**config.mk**
```make
export PLATFORM = sky130hd
export DESIGN_NAME = fault_response_manager
export DESIGN_NICKNAME = d
export VERILOG_FILES = /design/src/fault_response_pkg.sv /design/src/fault_response_manager.sv
export VERILOG_INCLUDE_DIRS = /design/src
export SDC_FILE = /design/constraint.sdc
export NUM_CORES = 1
export LEC_CHECK = 0
export BUFFER_PORTS_ARGS = -buffer_cell sky130_fd_sc_hd__clkbuf_2
export CAP_MARGIN = 20
export CORE_ASPECT_RATIO = 1.1
export CORE_MARGIN = 8
export CORE_UTILIZATION = 51
export CTS_BUF_LIST = sky130_fd_sc_hd__clkbuf_4 sky130_fd_sc_hd__clkbuf_8 sky130_fd_sc_hd__clkbuf_16
export CTS_CLUSTER_DIAMETER = 150
export DETAILED_ROUTE_END_ITERATION = 8
export GPL_ROUTABILITY_DRIVEN = 1
export PLACE_DENSITY = 0.78
export SYNTH_ARGS = -nofsm -noshare
export SYNTH_HDL_FRONTEND = slang
export SYNTH_SLANG_ARGS = --single-unit
export TNS_END_PERCENT = 5
```
**constraint.sdc**
```tcl
create_clock -name mclk -period 2.7 [get_ports mclk]
set_input_delay 0 -clock mclk [delete_from_list [all_inputs] [get_ports mclk]]
set_output_delay 0 -clock mclk [all_outputs]
set_load 0.01 [all_outputs]
```
**src/fault_response_defines.svh**
```systemverilog
// Register offsets, field positions, reset values and timing of the fault manager
`ifndef FAULT_RESPONSE_DEFINES_SVH
`define FAULT_RESPONSE_DEFINES_SVH
// ===========================================
// Register offsets
`define REG_CONFIG 8'h00
`define REG_CONTROL 8'h04
`define REG_DRIVER_LOG 8'h08
`define REG_CTRL_LOG 8'h0C
`define REG_STATE 8'h10
// ===========================================
// Config and control fields and reset values
`define CFG_OC_LSB 0
`define CFG_LOCK_LSB 4
`define CFG_ALARM_BIT 8
`define RST_OC_SEL 2'h0
`define RST_LOCK_SEL 4'h0
`define RST_ALARM_SEL 1'h0
`define CTL_CLEAR_BIT 0
// ===========================================
// Synchroniser bit positions of the fault inputs
`define SYN_OC 0
`define SYN_SPD 1
`define SYN_NOM 2
`define SYN_BEMF 3
`define SYN_CP 4
`define SYN_VM 5
`define SYN_AVDD 6
// ===========================================
// Timing
`define CLK_KHZ 250000
`define SHORT_RETRY_MS 100
`define LOCK_RETRY_MS 500
`endif

```
**src/fault_response_pkg.sv**
```systemverilog
// Types of the fault response manager
package fault_response_pkg;
	// Power stage drive mode
	typedef enum logic [1:0] {
		STG_ACTIVE = 2'h0,
		STG_HIZ = 2'h1,
		STG_HS_BRAKE = 2'h2,
		STG_LS_BRAKE = 2'h3
	} stage_e;
	// Overall fault state, one-hot
	typedef enum logic [3:0] {
		ST_ACTIVE = 4'h1,
		ST_RECOVER = 4'h2,
		ST_LATCH = 4'h4,
		ST_UNDERVOLT = 4'h8
	} state_e;
	// Complete state of the manager
	typedef struct packed {
		logic [6:0] s1;
		logic [6:0] s2;
		logic [1:0] oc_sel;
		logic [3:0] lk_sel;
		logic alarm_sel;
		logic oc_lat;
		logic lk_lat;
		logic [31:0] oc_cnt;
		logic [31:0] lk_cnt;
		logic [1:0] drv_log;
		logic [3:0] ctrl_log;
		state_e state;
		stage_e stage;
		logic act;
		logic rep;
		logic pin_n;
		logic alarm;
		logic logic_en;
		logic [31:0] rdata;
	} mgr_s;
endpackage

```
**src/fault_response_manager.sv**
```systemverilog
// Fault response manager: actions, retry timing, pins and fault logs
`timescale 1ns/1ns
`default_nettype none
`include "fault_response_defines.svh"

module fault_response_manager #(
	parameter logic [31:0] SHORT_RETRY_CYC =
		32'(`SHORT_RETRY_MS * `CLK_KHZ),
	parameter logic [31:0] LOCK_RETRY_CYC =
		32'(`LOCK_RETRY_MS * `CLK_KHZ)
) (
	// Clock and reset
	input wire logic mclk,
	input wire logic rst,
	// Register port
	input wire logic [7:0] addr,
	input wire logic [31:0] wdata,
	input wire logic wr,
	input wire logic rd,
	output logic [31:0] rdata,
	// Fault detector inputs
	input wire logic phase_overcurrent,
	input wire logic speed_abnormal,
	input wire logic no_motor,
	input wire logic bemf_abnormal,
	input wire logic cp_undervolt,
	input wire logic vm_undervolt,
	input wire logic avdd_undervolt,
	// Power stage and reporting
	output fault_response_pkg::stage_e stage_mode,
	output logic logic_enable,
	output logic fault_pin_n,
	output logic alarm
);
	import fault_response_pkg::*;

	// Lock retry ranks as the slower one when it is not shorter
	localparam logic LOCK_IS_SLOW = (LOCK_RETRY_CYC >= SHORT_RETRY_CYC);

	mgr_s s;
	mgr_s n;
	logic fault_clear_bit;
	logic rotor_stall_fault;
	logic oc_latch, oc_retry, oc_rep, oc_ign;
	logic lk_latch, lk_retry, lk_rep, lk_ign;
	logic oc_pend, lk_pend, uv, cp;
	stage_e lk_stage;

	// ===========================================
	// Decode of action codes and synchronised faults
	always_comb begin
		fault_clear_bit = wr && (addr == `REG_CONTROL) && wdata[`CTL_CLEAR_BIT];
		rotor_stall_fault = s.s2[`SYN_SPD] | s.s2[`SYN_NOM] | s.s2[`SYN_BEMF];
		oc_latch = (s.oc_sel == 2'h0);
		oc_retry = (s.oc_sel == 2'h1);
		oc_rep = (s.oc_sel == 2'h2);
		oc_ign = (s.oc_sel == 2'h3);
		lk_latch = ~s.lk_sel[3] & ~s.lk_sel[2];
		lk_retry = ~s.lk_sel[3] & s.lk_sel[2];
		lk_rep = (s.lk_sel == 4'h8);
		lk_ign = s.lk_sel[3] & (s.lk_sel != 4'h8);
		if (!s.lk_sel[1]) begin
			lk_stage = STG_HIZ;
		end else if (s.lk_sel[0]) begin
			lk_stage = STG_LS_BRAKE;
		end else begin
			lk_stage = STG_HS_BRAKE;
		end
		uv = s.s2[`SYN_VM] | s.s2[`SYN_AVDD];
		cp = s.s2[`SYN_CP];
		oc_pend = (s.s2[`SYN_OC] & oc_retry) | (s.oc_cnt != 32'h0);
		lk_pend = (rotor_stall_fault & lk_retry) | (s.lk_cnt != 32'h0);
	end

	// ===========================================
	// Next state of the whole manager
	always_comb begin
		n = s;
		n.s1 = {avdd_undervolt, vm_undervolt, cp_undervolt, bemf_abnormal,
			no_motor, speed_abnormal, phase_overcurrent};
		n.s2 = s.s1;
		// Configuration writes
		if (wr && (addr == `REG_CONFIG)) begin
			n.oc_sel = wdata[`CFG_OC_LSB +: 2];
			n.lk_sel = wdata[`CFG_LOCK_LSB +: 4];
			n.alarm_sel = wdata[`CFG_ALARM_BIT];
		end
		// Latches: a fault in the clear cycle wins over the clear
		n.oc_lat = (s.s2[`SYN_OC] & oc_latch) |
			(s.oc_lat & ~fault_clear_bit);
		n.lk_lat = (rotor_stall_fault & lk_latch) |
			(s.lk_lat & ~fault_clear_bit);
		// Retry timers reload while the fault stands, then count out
		if (s.s2[`SYN_OC] & oc_retry) begin
			n.oc_cnt = SHORT_RETRY_CYC;
		end else if (s.oc_cnt != 32'h0) begin
			n.oc_cnt = s.oc_cnt - 32'h1;
		end
		if (rotor_stall_fault & lk_retry) begin
			n.lk_cnt = LOCK_RETRY_CYC;
		end else if (s.lk_cnt != 32'h0) begin
			n.lk_cnt = s.lk_cnt - 32'h1;
		end
		// Logs are sticky, cleared by the clear bit, set wins
		if (fault_clear_bit) begin
			n.drv_log = 2'h0;
			n.ctrl_log = 4'h0;
		end
		n.drv_log[0] = n.drv_log[0] | (s.s2[`SYN_OC] & ~oc_ign);
		n.drv_log[1] = n.drv_log[1] | cp;
		n.ctrl_log[0] = n.ctrl_log[0] | (rotor_stall_fault & ~lk_ign);
		n.ctrl_log[1] = n.ctrl_log[1] | (s.s2[`SYN_SPD] & ~lk_ign);
		n.ctrl_log[2] = n.ctrl_log[2] | (s.s2[`SYN_NOM] & ~lk_ign);
		n.ctrl_log[3] = n.ctrl_log[3] | (s.s2[`SYN_BEMF] & ~lk_ign);
		// Stage response: later assignments carry higher rank
		n.stage = STG_ACTIVE;
		if (cp) begin
			n.stage = STG_HIZ;
		end
		if (LOCK_IS_SLOW) begin
			if (oc_pend) begin
				n.stage = STG_HIZ;
			end
			if (lk_pend) begin
				n.stage = lk_stage;
			end
		end else begin
			if (lk_pend) begin
				n.stage = lk_stage;
			end
			if (oc_pend) begin
				n.stage = STG_HIZ;
			end
		end
		if (s.oc_lat) begin
			n.stage = STG_HIZ;
		end
		if (s.lk_lat) begin
			n.stage = lk_stage;
		end
		if (uv) begin
			n.stage = STG_HIZ;
		end
		// Overall state
		case (1'b1)
			uv: n.state = ST_UNDERVOLT;
			s.oc_lat | s.lk_lat: n.state = ST_LATCH;
			oc_pend | lk_pend | cp: n.state = ST_RECOVER;
			default: n.state = ST_ACTIVE;
		endcase
		n.logic_en = ~uv;
		// Reporting on the pins
		n.act = s.oc_lat | s.lk_lat | oc_pend | lk_pend | cp;
		n.rep = (s.s2[`SYN_OC] & oc_rep) | (rotor_stall_fault & lk_rep);
		n.pin_n = ~(n.act | (n.rep & ~n.alarm_sel));
		n.alarm = n.alarm_sel & (n.act | n.rep);
		// Register reads, data in the next cycle only
		n.rdata = 32'h0;
		if (rd) begin
			case (addr)
				`REG_CONFIG: n.rdata = {23'h0, s.alarm_sel, s.lk_sel,
					2'h0, s.oc_sel};
				`REG_CONTROL: n.rdata = 32'h0;
				`REG_DRIVER_LOG: n.rdata = {30'h0, s.drv_log};
				`REG_CTRL_LOG: n.rdata = {28'h0, s.ctrl_log};
				`REG_STATE: n.rdata = {25'h0, s.logic_en, s.stage, s.state};
				default: n.rdata = 32'h0;
			endcase
		end
	end

	// ===========================================
	// State register
	always_ff @(posedge mclk or posedge rst) begin
		if (rst) begin
			s <= '0;
			s.oc_sel <= `RST_OC_SEL;
			s.lk_sel <= `RST_LOCK_SEL;
			s.alarm_sel <= `RST_ALARM_SEL;
			s.state <= ST_ACTIVE;
			s.stage <= STG_HIZ;
			s.pin_n <= 1'b1;
		end else begin
			s <= n;
		end
	end

	// Outputs straight from the state register
	assign rdata = s.rdata;
	assign stage_mode = s.stage;
	assign logic_enable = s.logic_en;
	assign fault_pin_n = s.pin_n;
	assign alarm = s.alarm;
endmodule
`default_nettype wire

```
# Yosys cells after proc, flatten, opt, wreduce, memory -nomap -nowiden
# Index checks and enable logic that the tools add are counted.
[classes] addsub=2 n_eq_ne=9 n_mux=19 n_bitwise=48 n_reduce_logical=9
[ops] op="two-way mux 32 bit" count=4
[ops] op="nonzero test 32 bit" count=2
[ops] op="subtractor 32 x 1 -> 32 bit, second input constant" count=2
[ops] op="case mux 9 bit (4 select lines)" count=1
[ops] op="OR 1 bit" count=22
[ops] op="bitwise AND 1 bit" count=18
[ops] op="== test 8 x 4 -> 1 bit, second input constant" count=2
[ops] op="two-way mux 2 bit" count=7
[ops] op="two-way mux 9 bit" count=1
[ops] op="== test 8 x 3 -> 1 bit, second input constant" count=1
[ops] op="== test 8 x 5 -> 1 bit, second input constant" count=1
[ops] op="logical NOT 8 bit" count=1
[ops] op="inverter 1 bit" count=8
[ops] op="two-way mux 6 bit" count=1
[ops] op="== test 2 bit, second input constant" count=2
[ops] op="== test 4 bit, second input constant" count=1
[ops] op="two-way mux 4 bit" count=1
[ops] op="!= test 4 bit, second input constant" count=1
[ops] op="nonzero test 2 bit" count=2
[ops] op="logical AND 1 bit" count=3
[ops] op="two-way mux 1 bit" count=3
[ops] op="two-way mux 3 bit" count=1
[ops] op="== test 2 x 1 -> 1 bit, second input constant" count=1
[ops] op="logical NOT 2 bit" count=1
[totals] reg_bits=134 wordCells=104

# Longest topological paths before layout
# Gate-level depths: netlist of run 1.
[depth] ltp_word=9 mapped_depth=9 mapped_depth_nobuf=7

# Worst setup path after synthesis of run 1
# Ideal clock, no wire load.
[synth_path] path_kind="register to register" startpoint="reg s[53] in the netlist's numbering" endpoint="reg s[72] in the netlist's numbering" setup_time_ns=0.066 arrival_time_ns=2.311 required_time_ns=2.634 path_slack_ns=0.323 path_stages_with_launch=7 path_buffers=1 period_less_slack_ns=2.377 path_cell_list="dfrtp_1 > or3_4 > or4_1 > buf_2 > or4_4 > or4_1 > nand2_1"
[synth_between] elab_chain_cells=3
[synth_rtl] item="start, declared" line="fault_response_manager.sv:40" rtl="mgr_s s;"
[synth_rtl] item="start signal, assigned" line="fault_response_manager.sv:184" rtl="s <= n;"
[synth_rtl] item="subtractor 32 x 1 -> 32 bit" line="fault_response_manager.sv:102" rtl="n.lk_cnt = s.lk_cnt - 32'h1;"
[synth_rtl] item="two-way mux 32 bit" line="fault_response_manager.sv:101" rtl="end else if (s.lk_cnt != 32'h0) begin"
[synth_rtl] item="two-way mux 32 bit" line="fault_response_manager.sv:99" rtl="if (rotor_stall_fault & lk_retry) begin"
# Several ways; a longest one is shown, not always the timed one. The select of a mux whose other input is x is not followed.
# A chain may end at the register's enable or synchronous reset.

==> results of run 1 <==
-- worst max-delay path by stage --
stage	startpoint	to	depth (start not counted)	slack (ps)
after floorplan	s[53]	s[72]	6	320
after global placement	s[84]	s[39]	5	240
after detailed placement	s[84]	s[102]	5	200
after CTS	s[84]	s[102]	5	190
after global routing	s[66]	s[77]	5	20
final	s[84]	s[39]	5	180
-- stage by stage --
step / util (%) / std cells
after floorplan: - / 556
after detailed placement: 54.9 / 702
after global placement: 54.9 / 702
after CTS: 59.5 / 734
final: 59.7 / 735
after global routing: 59.7 / 735
-- final cells by class --
class                   count  area, um2  share of cell area (%)
multi-input cells         384       2380                    38.4
clock buffers              10        239                    3.85
inverters                   9       37.5                   0.605
well taps                 143        179                    2.89
repair buffers             72        508                    8.19
flip-flops and latches    111       2780                    44.9
clock inverters             6       75.1                    1.21
-- kinds of logic (layout without fill, tap and decap cells) --
group,after synthesis,count (layout)
AO/OA/AOI/OAI,104,104
XOR/XNOR,13,13
adder cells (fa/ha/maj),2,2
buffers and inverters,61,97
flip-flops,111,111
multiplexers,15,15
other,1,23
AND/OR/NAND/NOR,227,227
-- power groups by stage --
stage	Combinational [mW]	Clock (mW)	Sequential [mW]
after floorplan	0.952	0	2.40
after global placement	1.11	0	2.49
after detailed placement	1.17	0	2.52
after CTS	1.20	1.40	2.50
after global routing	1.35	1.47	2.57
final	1.19	1.36	2.51
-- Yosys cell counts (all sizes together), types with 2 or more instances --
cell type,count
xor2,8
and3,4
a2111oi,3
or4,22
nand2b,7
inv,9
and2,4
clkbuf,11
dfrtp,108
a32oi,2
a211oi,3
or3,35
o41ai,4
nor2,30
or4b,2
nor2b,7
nand2,37
o21ai,21
a211o,2
nand4,10
nor3b,5
a22o,5
dfstp,3
a21oi,32
o211ai,5
or2,3
a22oi,2
o31ai,14
a21o,2
nor3,15
mux2,9
nand3,22
buf,41
ha,2
o2111ai,3
mux2i,6
nand3b,4
xnor2,5
nor4,14
and4,2
-- metal layers --
| metal | GRT usage (%) | vias to the layer above | wire, um |
|---|---|---|---|
| li1 | - | 2044 | - |
| met1 | 20.1 | 2093 | 4940 |
| met2 | 27.2 | 66 | 5890 |
| met3 | 2.86 | 8 | 387 |
| met4 | 5.33 | 0 | 111 |
| met5 | 0 | - | 0 |
-- flip-flops by register name, summed over array words and instances, names as in the netlist --
name / count
rdata: 9
logic_enable: 1
stage_mode: 2
fault_pin_n: 1
cp: 1
s: 89
n: 7
alarm: 1
==> impl_metrics.json, run 1 <==
{
  "combPwrFrac_pct": 23.6,
  "final_area_um2": 6200,
  "clock_skew_ps": 7.47,
  "ios": 88,
  "min_path_type": "primary input to flip-flop",
  "clk_path_buf_depth": 2,
  "die_w_um": 115,
  "synth-edff-count": 0,
  "finalPower_mw": 5.06,
  "critical_path_required_ps": 2990,
  "crit_path_end_kind": "flip-flop",
  "synth_area_leaders": "dfrtp_1 (50%), buf_4 (5.0%), or3_1 (3.9%)",
  "setup_viol": 0,
  "min_path_cells": 2,
  "finalHoldViolCount": 0,
  "worst_slew_pin_slew_ps": 827,
  "grt_usage_pct": 16.1,
  "ys_warn_count": 0,
  "max_freq_mhz": 396,
  "die_area_um2": 14300,
  "synth_seq_cells": 111,
  "p_int_mw": 3.39,
  "synth-compound-area-share_pct": 12.6,
  "via_per_inst": 5.73,
  "vias": 4211,
  "grt_max_degree": 67,
  "criticalPathCategory": "flip-flop to flip-flop",
  "synth_fa_ha_area_share_pct": 0.459,
  "drv_cap": 0,
  "cts_buffers": 9,
  "tritoncts": "built",
  "drive_above_1_share_pct": 16.9,
  "grt_pass1_vias": 4096,
  "yosys.area_share.simple_pct": 23.9,
  "fin_tns_setup_ps": 0,
  "async_flop_share_pct": 100,
  "ir_worst_vdd_v": 0.000573,
  "portBuffers": 39,
  "finalWorstPathRequiredPeriod_ps": 2520,
  "min_from": "addr[4]",
  "gp_congestion": 0.869,
  "layout_commonest_cell": "dfrtp_1",
  "power.density_nw_per_um2": 816,
  "hold_buffers": 16,
  "fin_nets": 640,
  "final_cell_mix": "dfrtp_1 (108), clkbuf_2 (39), nand2_1 (37)",
  "power.switching_mw": 1.67,
  "die_y_um": 124,
  "synthMuxAreaShare_pct": 2.96,
  "cp-start-kind": "flip-flop",
  "setup_slack_ps": 178,
  "critPathSlowestCell": "or4_4",
  "clkSinkCount": 111,
  "antenna_found_initial": 0,
  "root_buffer": "clkbuf_16",
  "synth-xor-area-share_pct": 2.09,
  "insertion_delay_ps": 340,
  "reg2reg_from": "s[84]",
  "wl_um": 11300,
  "ff2ff_path_depth": 5,
  "antennaDiodeCount": 0,
  "synth_top_family_by_area": "simple AND/OR/NAND/NOR gates",
  "cp_common_cell": "or3_1",
  "core_area_um2": 10400,
  "status": "completed",
  "syn_avg_cell_area_um2": 10.2,
  "slowest_delay_ps": 590,
  "ant_nets": 0,
  "dp_slack_ps": 199,
  "netlist_instances": 534,
  "drc_errors": 0,
  "dp_hpwl_um": 7950,
  "hold_end": "rdata[8]",
  "post_cts_buffers": 0,
  "path_cells": "or4_4, or3_1, or3_1, nor3_1, and2_1",
  "grt_pass1_wl_um": 19000,
  "n_fill_cell": 870,
  "std_cell_rows": 39,
  "drv_slew": 0,
  "power_frac_clock_pct": 26.9,
  "ys.flop_type": "dfrtp_1",
  "critPathTopFamily": "simple AND/OR/NAND/NOR gates",
  "area_growth_pct": 13.7,
  "ys_types": 60,
  "synth_top_area_cell": "dfrtp_1",
  "leakagePower_nw": 2.60,
  "wl_per_cell_um": 15.4,
  "synth_seq_area_share_pct": 51.0,
  "holdWs_ps": 34.7,
  "fin_crit_sh_pct": 93.4,
  "rsz0062_at_grt": "no",
  "placed_area_um2": 5710,
  "switching_share_pct": 32.9,
  "first_pass_iters": 4,
  "cts.repair.resized": 0,
  "pwr-share-seq_pct": 49.5,
  "synthDominantCellAreaShare_pct": 49.6,
  "path_clk_slew_ps": 70,
  "slew_headroom_pct": 44.9,
  "overflow": 0,
  "crit_buf_inv": 0,
  "r2r_end": "s[39]",
  "synthesis.area_um2": 5450,
  "htreeDepth": 3,
  "dr.first_iter.drc_count": 204,
  "cp_data_arrival_time_ps": 2810,
  "path_max_fanout": 12,
  "worst-r2r-setup-slack_ps": 180,
  "start_util_pct": 52.4
}
Power figures use the tool's default switching activity.
==> inputs of run 2 (changes only) <==
--- a/config.mk
+++ b/config.mk
@@ -10,12 +10,12 @@
 export CAP_MARGIN = 20
 export CORE_ASPECT_RATIO = 1.1
 export CORE_MARGIN = 8
-export CORE_UTILIZATION = 51
+export CORE_UTILIZATION = 57
 export CTS_BUF_LIST = sky130_fd_sc_hd__clkbuf_4 sky130_fd_sc_hd__clkbuf_8 sky130_fd_sc_hd__clkbuf_16
 export CTS_CLUSTER_DIAMETER = 150
 export DETAILED_ROUTE_END_ITERATION = 8
 export GPL_ROUTABILITY_DRIVEN = 1
-export PLACE_DENSITY = 0.78
+export PLACE_DENSITY = 0.82
 export SYNTH_ARGS = -nofsm -noshare
 export SYNTH_HDL_FRONTEND = slang
 export SYNTH_SLANG_ARGS = --single-unit
==> constraint.sdc (replaced) <==
create_clock -name mclk -period 2.6 [get_ports mclk]
set_input_delay 0 -clock mclk [delete_from_list [all_inputs] [get_ports mclk]]
set_output_delay 0 -clock mclk [all_outputs]
set_load 0.01 [all_outputs]
==> impl_metrics.json, run 2 (synthesized netlist as in run 1, its figures left out) <==
{
  "max_freq_mhz": 400,
  "drive_above_1_share_pct": 17.7,
  "finalPower_mw": 4.88,
  "start_util_pct": 58.3,
  "die_area_um2": 13000,
  "critPathTopFamily": "simple AND/OR/NAND/NOR gates",
  "status": "completed",
  "tritoncts": "built",
  "drc_errors": 0,
  "cp_data_arrival_time_ps": 2800,
  "critical_path_required_ps": 2900,
  "wl_um": 11500,
  "setup_viol": 0,
  "vias": 4281,
  "portBuffers": 39,
  "area_growth_pct": 11.8,
  "drv_slew": 0,
  "fin_tns_setup_ps": 0,
  "path_cells": "or4_4, or3_1, a211o_1, or4_1, a21oi_1",
  "antenna_found_initial": 0,
  "antennaDiodeCount": 0,
  "ios": 88,
  "pwr-share-seq_pct": 53.4,
  "largest_reg_flops": 89,
  "worst_slew_pin_slew_ps": 716,
  "clkSinkCount": 111,
  "first_pass_iters": 4,
  "ir_worst_vdd_v": 0.000509,
  "grt_pass1_vias": 4326,
  "n_fill_cell": 744,
  "leakagePower_nw": 2.57,
  "top_register": "s",
  "power.density_nw_per_um2": 801,
  "p_int_mw": 3.15,
  "rsz0062_at_grt": "no",
  "finalHoldViolCount": 0,
  "seq_area_um2": 2780,
  "via_per_inst": 5.99,
  "ant_nets": 0,
  "clock_skew_ps": 15.4,
  "crit_buf_inv": 0,
  "dr.first_iter.drc_count": 250,
  "crit_path_end_kind": "flip-flop",
  "overflow": 0,
  "grt_max_degree": 67,
  "grt_usage_pct": 18.4,
  "path_clk_slew_ps": 110,
  "cp-start-kind": "flip-flop",
  "insertion_delay_ps": 380,
  "multiInputGateArea_um2": 2390,
  "min_path_type": "primary input to flip-flop",
  "final_cell_mix": "dfrtp_1 (108), clkbuf_2 (39), nand2_1 (37)",
  "criticalPathCategory": "flip-flop to flip-flop",
  "grt_pass1_wl_um": 19900,
  "cts_buffers": 9,
  "critPathSlowestCell": "or4_4",
  "finalWorstPathRequiredPeriod_ps": 2500,
  "layout_commonest_cell": "dfrtp_1",
  "power.switching_mw": 1.73,
  "clk_path_buf_depth": 2,
  "power_frac_clock_pct": 20.6,
  "core_area_um2": 9350,
  "switching_share_pct": 35.4,
  "combPwrFrac_pct": 26.0,
  "gp_congestion": 0.833,
  "fin_nets": 646,
  "slew_headroom_pct": 51.6,
  "htreeDepth": 3,
  "wl_per_cell_um": 16.1,
  "std_cell_rows": 37,
  "root_buffer": "clkbuf_8",
  "drv_cap": 0,
  "fin_crit_sh_pct": 96.1,
  "dp_hpwl_um": 8060,
  "slowest_delay_ps": 560,
  "die_y_um": 119,
  "die_w_um": 109,
  "path_max_fanout": 10
}
## run 2: final timing paths
check | from | end | slack, ps | cells past startpoint
max reg2reg | s[61] | s[67] | 100 | 5
max | s[61] | s[67] | 100 | 5
min reg2reg | n[127] | s[127] | 360 | 0
min | addr[2] | rdata[3] | 30 | 3
max in group asynchronous | rst | stage_mode[0] | 1780 | 4
min in group asynchronous | rst | s[125] | 90 | 3
## run 2: cell type report
type | count | share of cell area [%]
Sequential cell | 111 | 45.6
Inverter | 9 | 0.616
Clock buffer | 11 | 2.48
Tap cell | 117 | 2.40
Clock inverter | 5 | 0.637
Multi-Input combinational cell | 384 | 39.3
Timing Repair Buffer | 78 | 8.91
## run 2: per-layer routing
| metal | GRT usage (%) | part of all wire (%) | up-vias |
|---|---|---|---|
| met1 | 23.2 | 43 | 2127 |
| li1 | - | - | 2043 |
| met5 | 0 | 0 | - |
| met4 | 7.02 | 1.4 | 0 |
| met3 | 2.55 | 3.8 | 19 |
| met2 | 31.1 | 52 | 92 |
## run 2: per-stage QoR
stage | hold slack, ps | worst slack [ps] | utilization (%) | instances | cell area [um2]
2_1_floorplan | 31.4 | 223 | - | 556 | 5540
3_3_place_gp | -66.2 | 154 | 61.2 | 682 | 5720
3_5_place_dp | -58.8 | 64.5 | 61.2 | 682 | 5720
4_1_cts | 12.6 | 30.3 | 65.0 | 715 | 6080
5_1_grt | 50.8 | 25.4 | 65.2 | 715 | 6090
6_report | 25.1 | 103 | 65.2 | 715 | 6090
## run 2: worst min-delay path, stage by stage
cell and delay [ps]:
clkbuf_2 160, a32oi_1 110, nor2b_1 100
## run 2: power groups by stage
stage / Sequential [mW] / Combinational [mW] / Clock, mW
2_1_floorplan: 2.50 / 0.989 / 0
3_3_place_gp: 2.58 / 1.16 / 0
3_5_place_dp: 2.62 / 1.24 / 0
4_1_cts: 2.59 / 1.26 / 1.02
5_1_grt: 2.69 / 1.44 / 1.08
6_report: 2.61 / 1.27 / 1.01
## run 2: what timing repair did
item / 4_1_cts / 5_1_grt
endpoints found under the hold margin: 131 / 0
setup endpoints to repair: 0 / 7
hold buffers: 17 / 0
buffers inserted: 0 / 0
gates resized for setup: 0 / 2
==> inputs of run 3 (changes only) <==
--- a/config.mk
+++ b/config.mk
@@ -8,9 +8,11 @@
 export LEC_CHECK = 0
 export BUFFER_PORTS_ARGS = -buffer_cell sky130_fd_sc_hd__clkbuf_2
 export CAP_MARGIN = 20
+export CELL_PAD_IN_SITES_DETAIL_PLACEMENT = 0
+export CELL_PAD_IN_SITES_GLOBAL_PLACEMENT = 2
 export CORE_ASPECT_RATIO = 1.1
 export CORE_MARGIN = 8
-export CORE_UTILIZATION = 57
+export CORE_UTILIZATION = 36
 export CTS_BUF_LIST = sky130_fd_sc_hd__clkbuf_4 sky130_fd_sc_hd__clkbuf_8 sky130_fd_sc_hd__clkbuf_16
 export CTS_CLUSTER_DIAMETER = 150
 export DETAILED_ROUTE_END_ITERATION = 8
@@ -19,4 +21,4 @@
 export SYNTH_ARGS = -nofsm -noshare
 export SYNTH_HDL_FRONTEND = slang
 export SYNTH_SLANG_ARGS = --single-unit
-export TNS_END_PERCENT = 5
+export TNS_END_PERCENT = 50
==> impl_metrics.json, run 3 (synthesized netlist as in run 1, its figures left out) <==
{
  "fin_cells": 803,
  "cp_data_arrival_time_ps": 2760,
  "rsz0062_at_grt": "no",
  "grt_pass1_vias": 4169,
  "fin_crit_sh_pct": 94.4,
  "criticalPathCategory": "flip-flop to flip-flop",
  "path_clk_slew_ps": 80,
  "overflow": 0,
  "setup_slack_ps": 145,
  "fin_tns_setup_ps": 0,
  "crit_path_end_kind": "flip-flop",
  "grt_pass1_wl_um": 20900,
  "dp_hpwl_um": 8490,
  "die_y_um": 145,
  "path_cells": "or4_4, or3_1, or3_1, nor3_1, and2_1",
  "dr.first_iter.drc_count": 336,
  "area_growth_pct": 17.1,
  "drv_cap": 0,
  "power.density_nw_per_um2": 847,
  "layout_commonest_cell": "dfrtp_1",
  "clk_path_buf_depth": 2,
  "clock_skew_ps": 17.8,
  "slowest_delay_ps": 580,
  "drc_errors": 0,
  "cts_buffers": 9,
  "portBuffers": 39,
  "gp_congestion": 0.758,
  "drv_slew": 0,
  "antenna_found_initial": 0,
  "root_buffer": "clkbuf_16",
  "std_cell_rows": 47,
  "first_pass_iters": 4,
  "ant_nets": 0,
  "path_max_fanout": 12,
  "start_util_pct": 36.5,
  "via_per_inst": 5.27,
  "largest_reg_flops": 89,
  "leakagePower_nw": 2.66,
  "wl_um": 12200,
  "critPathTopFamily": "simple AND/OR/NAND/NOR gates",
  "clkSinkCount": 111,
  "die_w_um": 133,
  "dp_cells": 771,
  "core_area_um2": 14900,
  "drive_above_1_share_pct": 19.1,
  "ir_worst_vdd_v": 0.000393,
  "vias": 4235,
  "grt_max_degree": 112,
  "critPathSlowestCell": "or3_1",
  "finalPower_mw": 5.41,
  "antennaDiodeCount": 0,
  "min_path_type": "primary input to flip-flop",
  "fin_nets": 655,
  "worst_slew_pin_slew_ps": 853,
  "crit_buf_inv": 0,
  "tritoncts": "built",
  "finalWorstPathRequiredPeriod_ps": 2450,
  "max_freq_mhz": 407,
  "final_cell_mix": "dfrtp_1 (108), clkbuf_2 (39), nand2_1 (37)",
  "htreeDepth": 3,
  "top_register": "s",
  "insertion_delay_ps": 360,
  "cp-start-kind": "flip-flop",
  "cp_common_cell": "or3_1",
  "wl_per_cell_um": 15.3,
  "dp_slack_ps": 134,
  "worst-r2r-setup-slack_ps": 150,
  "grt_usage_pct": 13.0,
  "slew_headroom_pct": 43.1,
  "setup_viol": 0,
  "ios": 88,
  "status": "completed",
  "die_area_um2": 19300,
  "finalHoldViolCount": 0,
  "critical_path_required_ps": 2910
}
## run 3: cell count changes in the layout (fill, tap and decap cells not counted), moves of 2 or more
cell | before | now
clkbuf_16 | 0 | 9
clkbuf_8 | 11 | 0
buf_4 | 21 | 31
clkinv_8 | 0 | 2
clkinv_2 | 2 | 0
## run 3: metal layers
metal  up-vias  global-route usage, %  part of all wire [%]
met5         -                      0                     0
met4         0                   4.78                   1.1
met3        10                   2.73                   3.3
met2        65                   21.2                    49
met1      2099                   16.5                    47
li1       2061                      -                     -
## run 3: per-stage QoR
stage | hold WS [ps] | cell area, um2 | utilization, %
6_report | 33.4 | 6380 | 42.7
5_1_grt | 26.3 | 6380 | 42.7
4_1_cts | 15.5 | 6380 | 42.7
3_5_place_dp | 110 | 5890 | 39.5
3_3_place_gp | 110 | 5890 | 39.5
2_1_floorplan | 31.4 | 5540 | -
## run 3: final timing paths
path | startpoint | endpoint | depth (start not counted)
setup / recovery | s[85] | s[39] | 5
hold / removal | addr[4] | rdata[8] | 2
setup reg to reg | s[85] | s[39] | 5
hold reg to reg | n[128] | s[128] | 0
max in group asynchronous | rst | s[98] | 4
min in group asynchronous | rst | s[58] | 4
## run 3: cell type report
cell class / count / area [um2]
Clock inverter: 7 / 103
Timing Repair Buffer: 87 / 608
Inverter: 9 / 37.5
Multi-Input combinational cell: 384 / 2380
Tap cell: 196 / 245
Clock buffer: 9 / 225
Fill cell: 1445 / 8550
Sequential cell: 111 / 2780
## run 3: power by group
| part | switching, mW | internal (mW) |
|---|---|---|
| sequential | 0.438 | 2.16 |
| clock | 0.712 | 0.786 |
| combinational | 0.690 | 0.622 |
| total | 1.84 | 3.57 |
## run 3: what timing repair did
item / 4_1_cts / 5_1_grt
gates resized for setup: 0 / 1
setup buffers: 0 / 0
setup endpoints to repair: 0 / 2
endpoints found under the hold margin: 126 / 0
hold buffers: 16 / 0
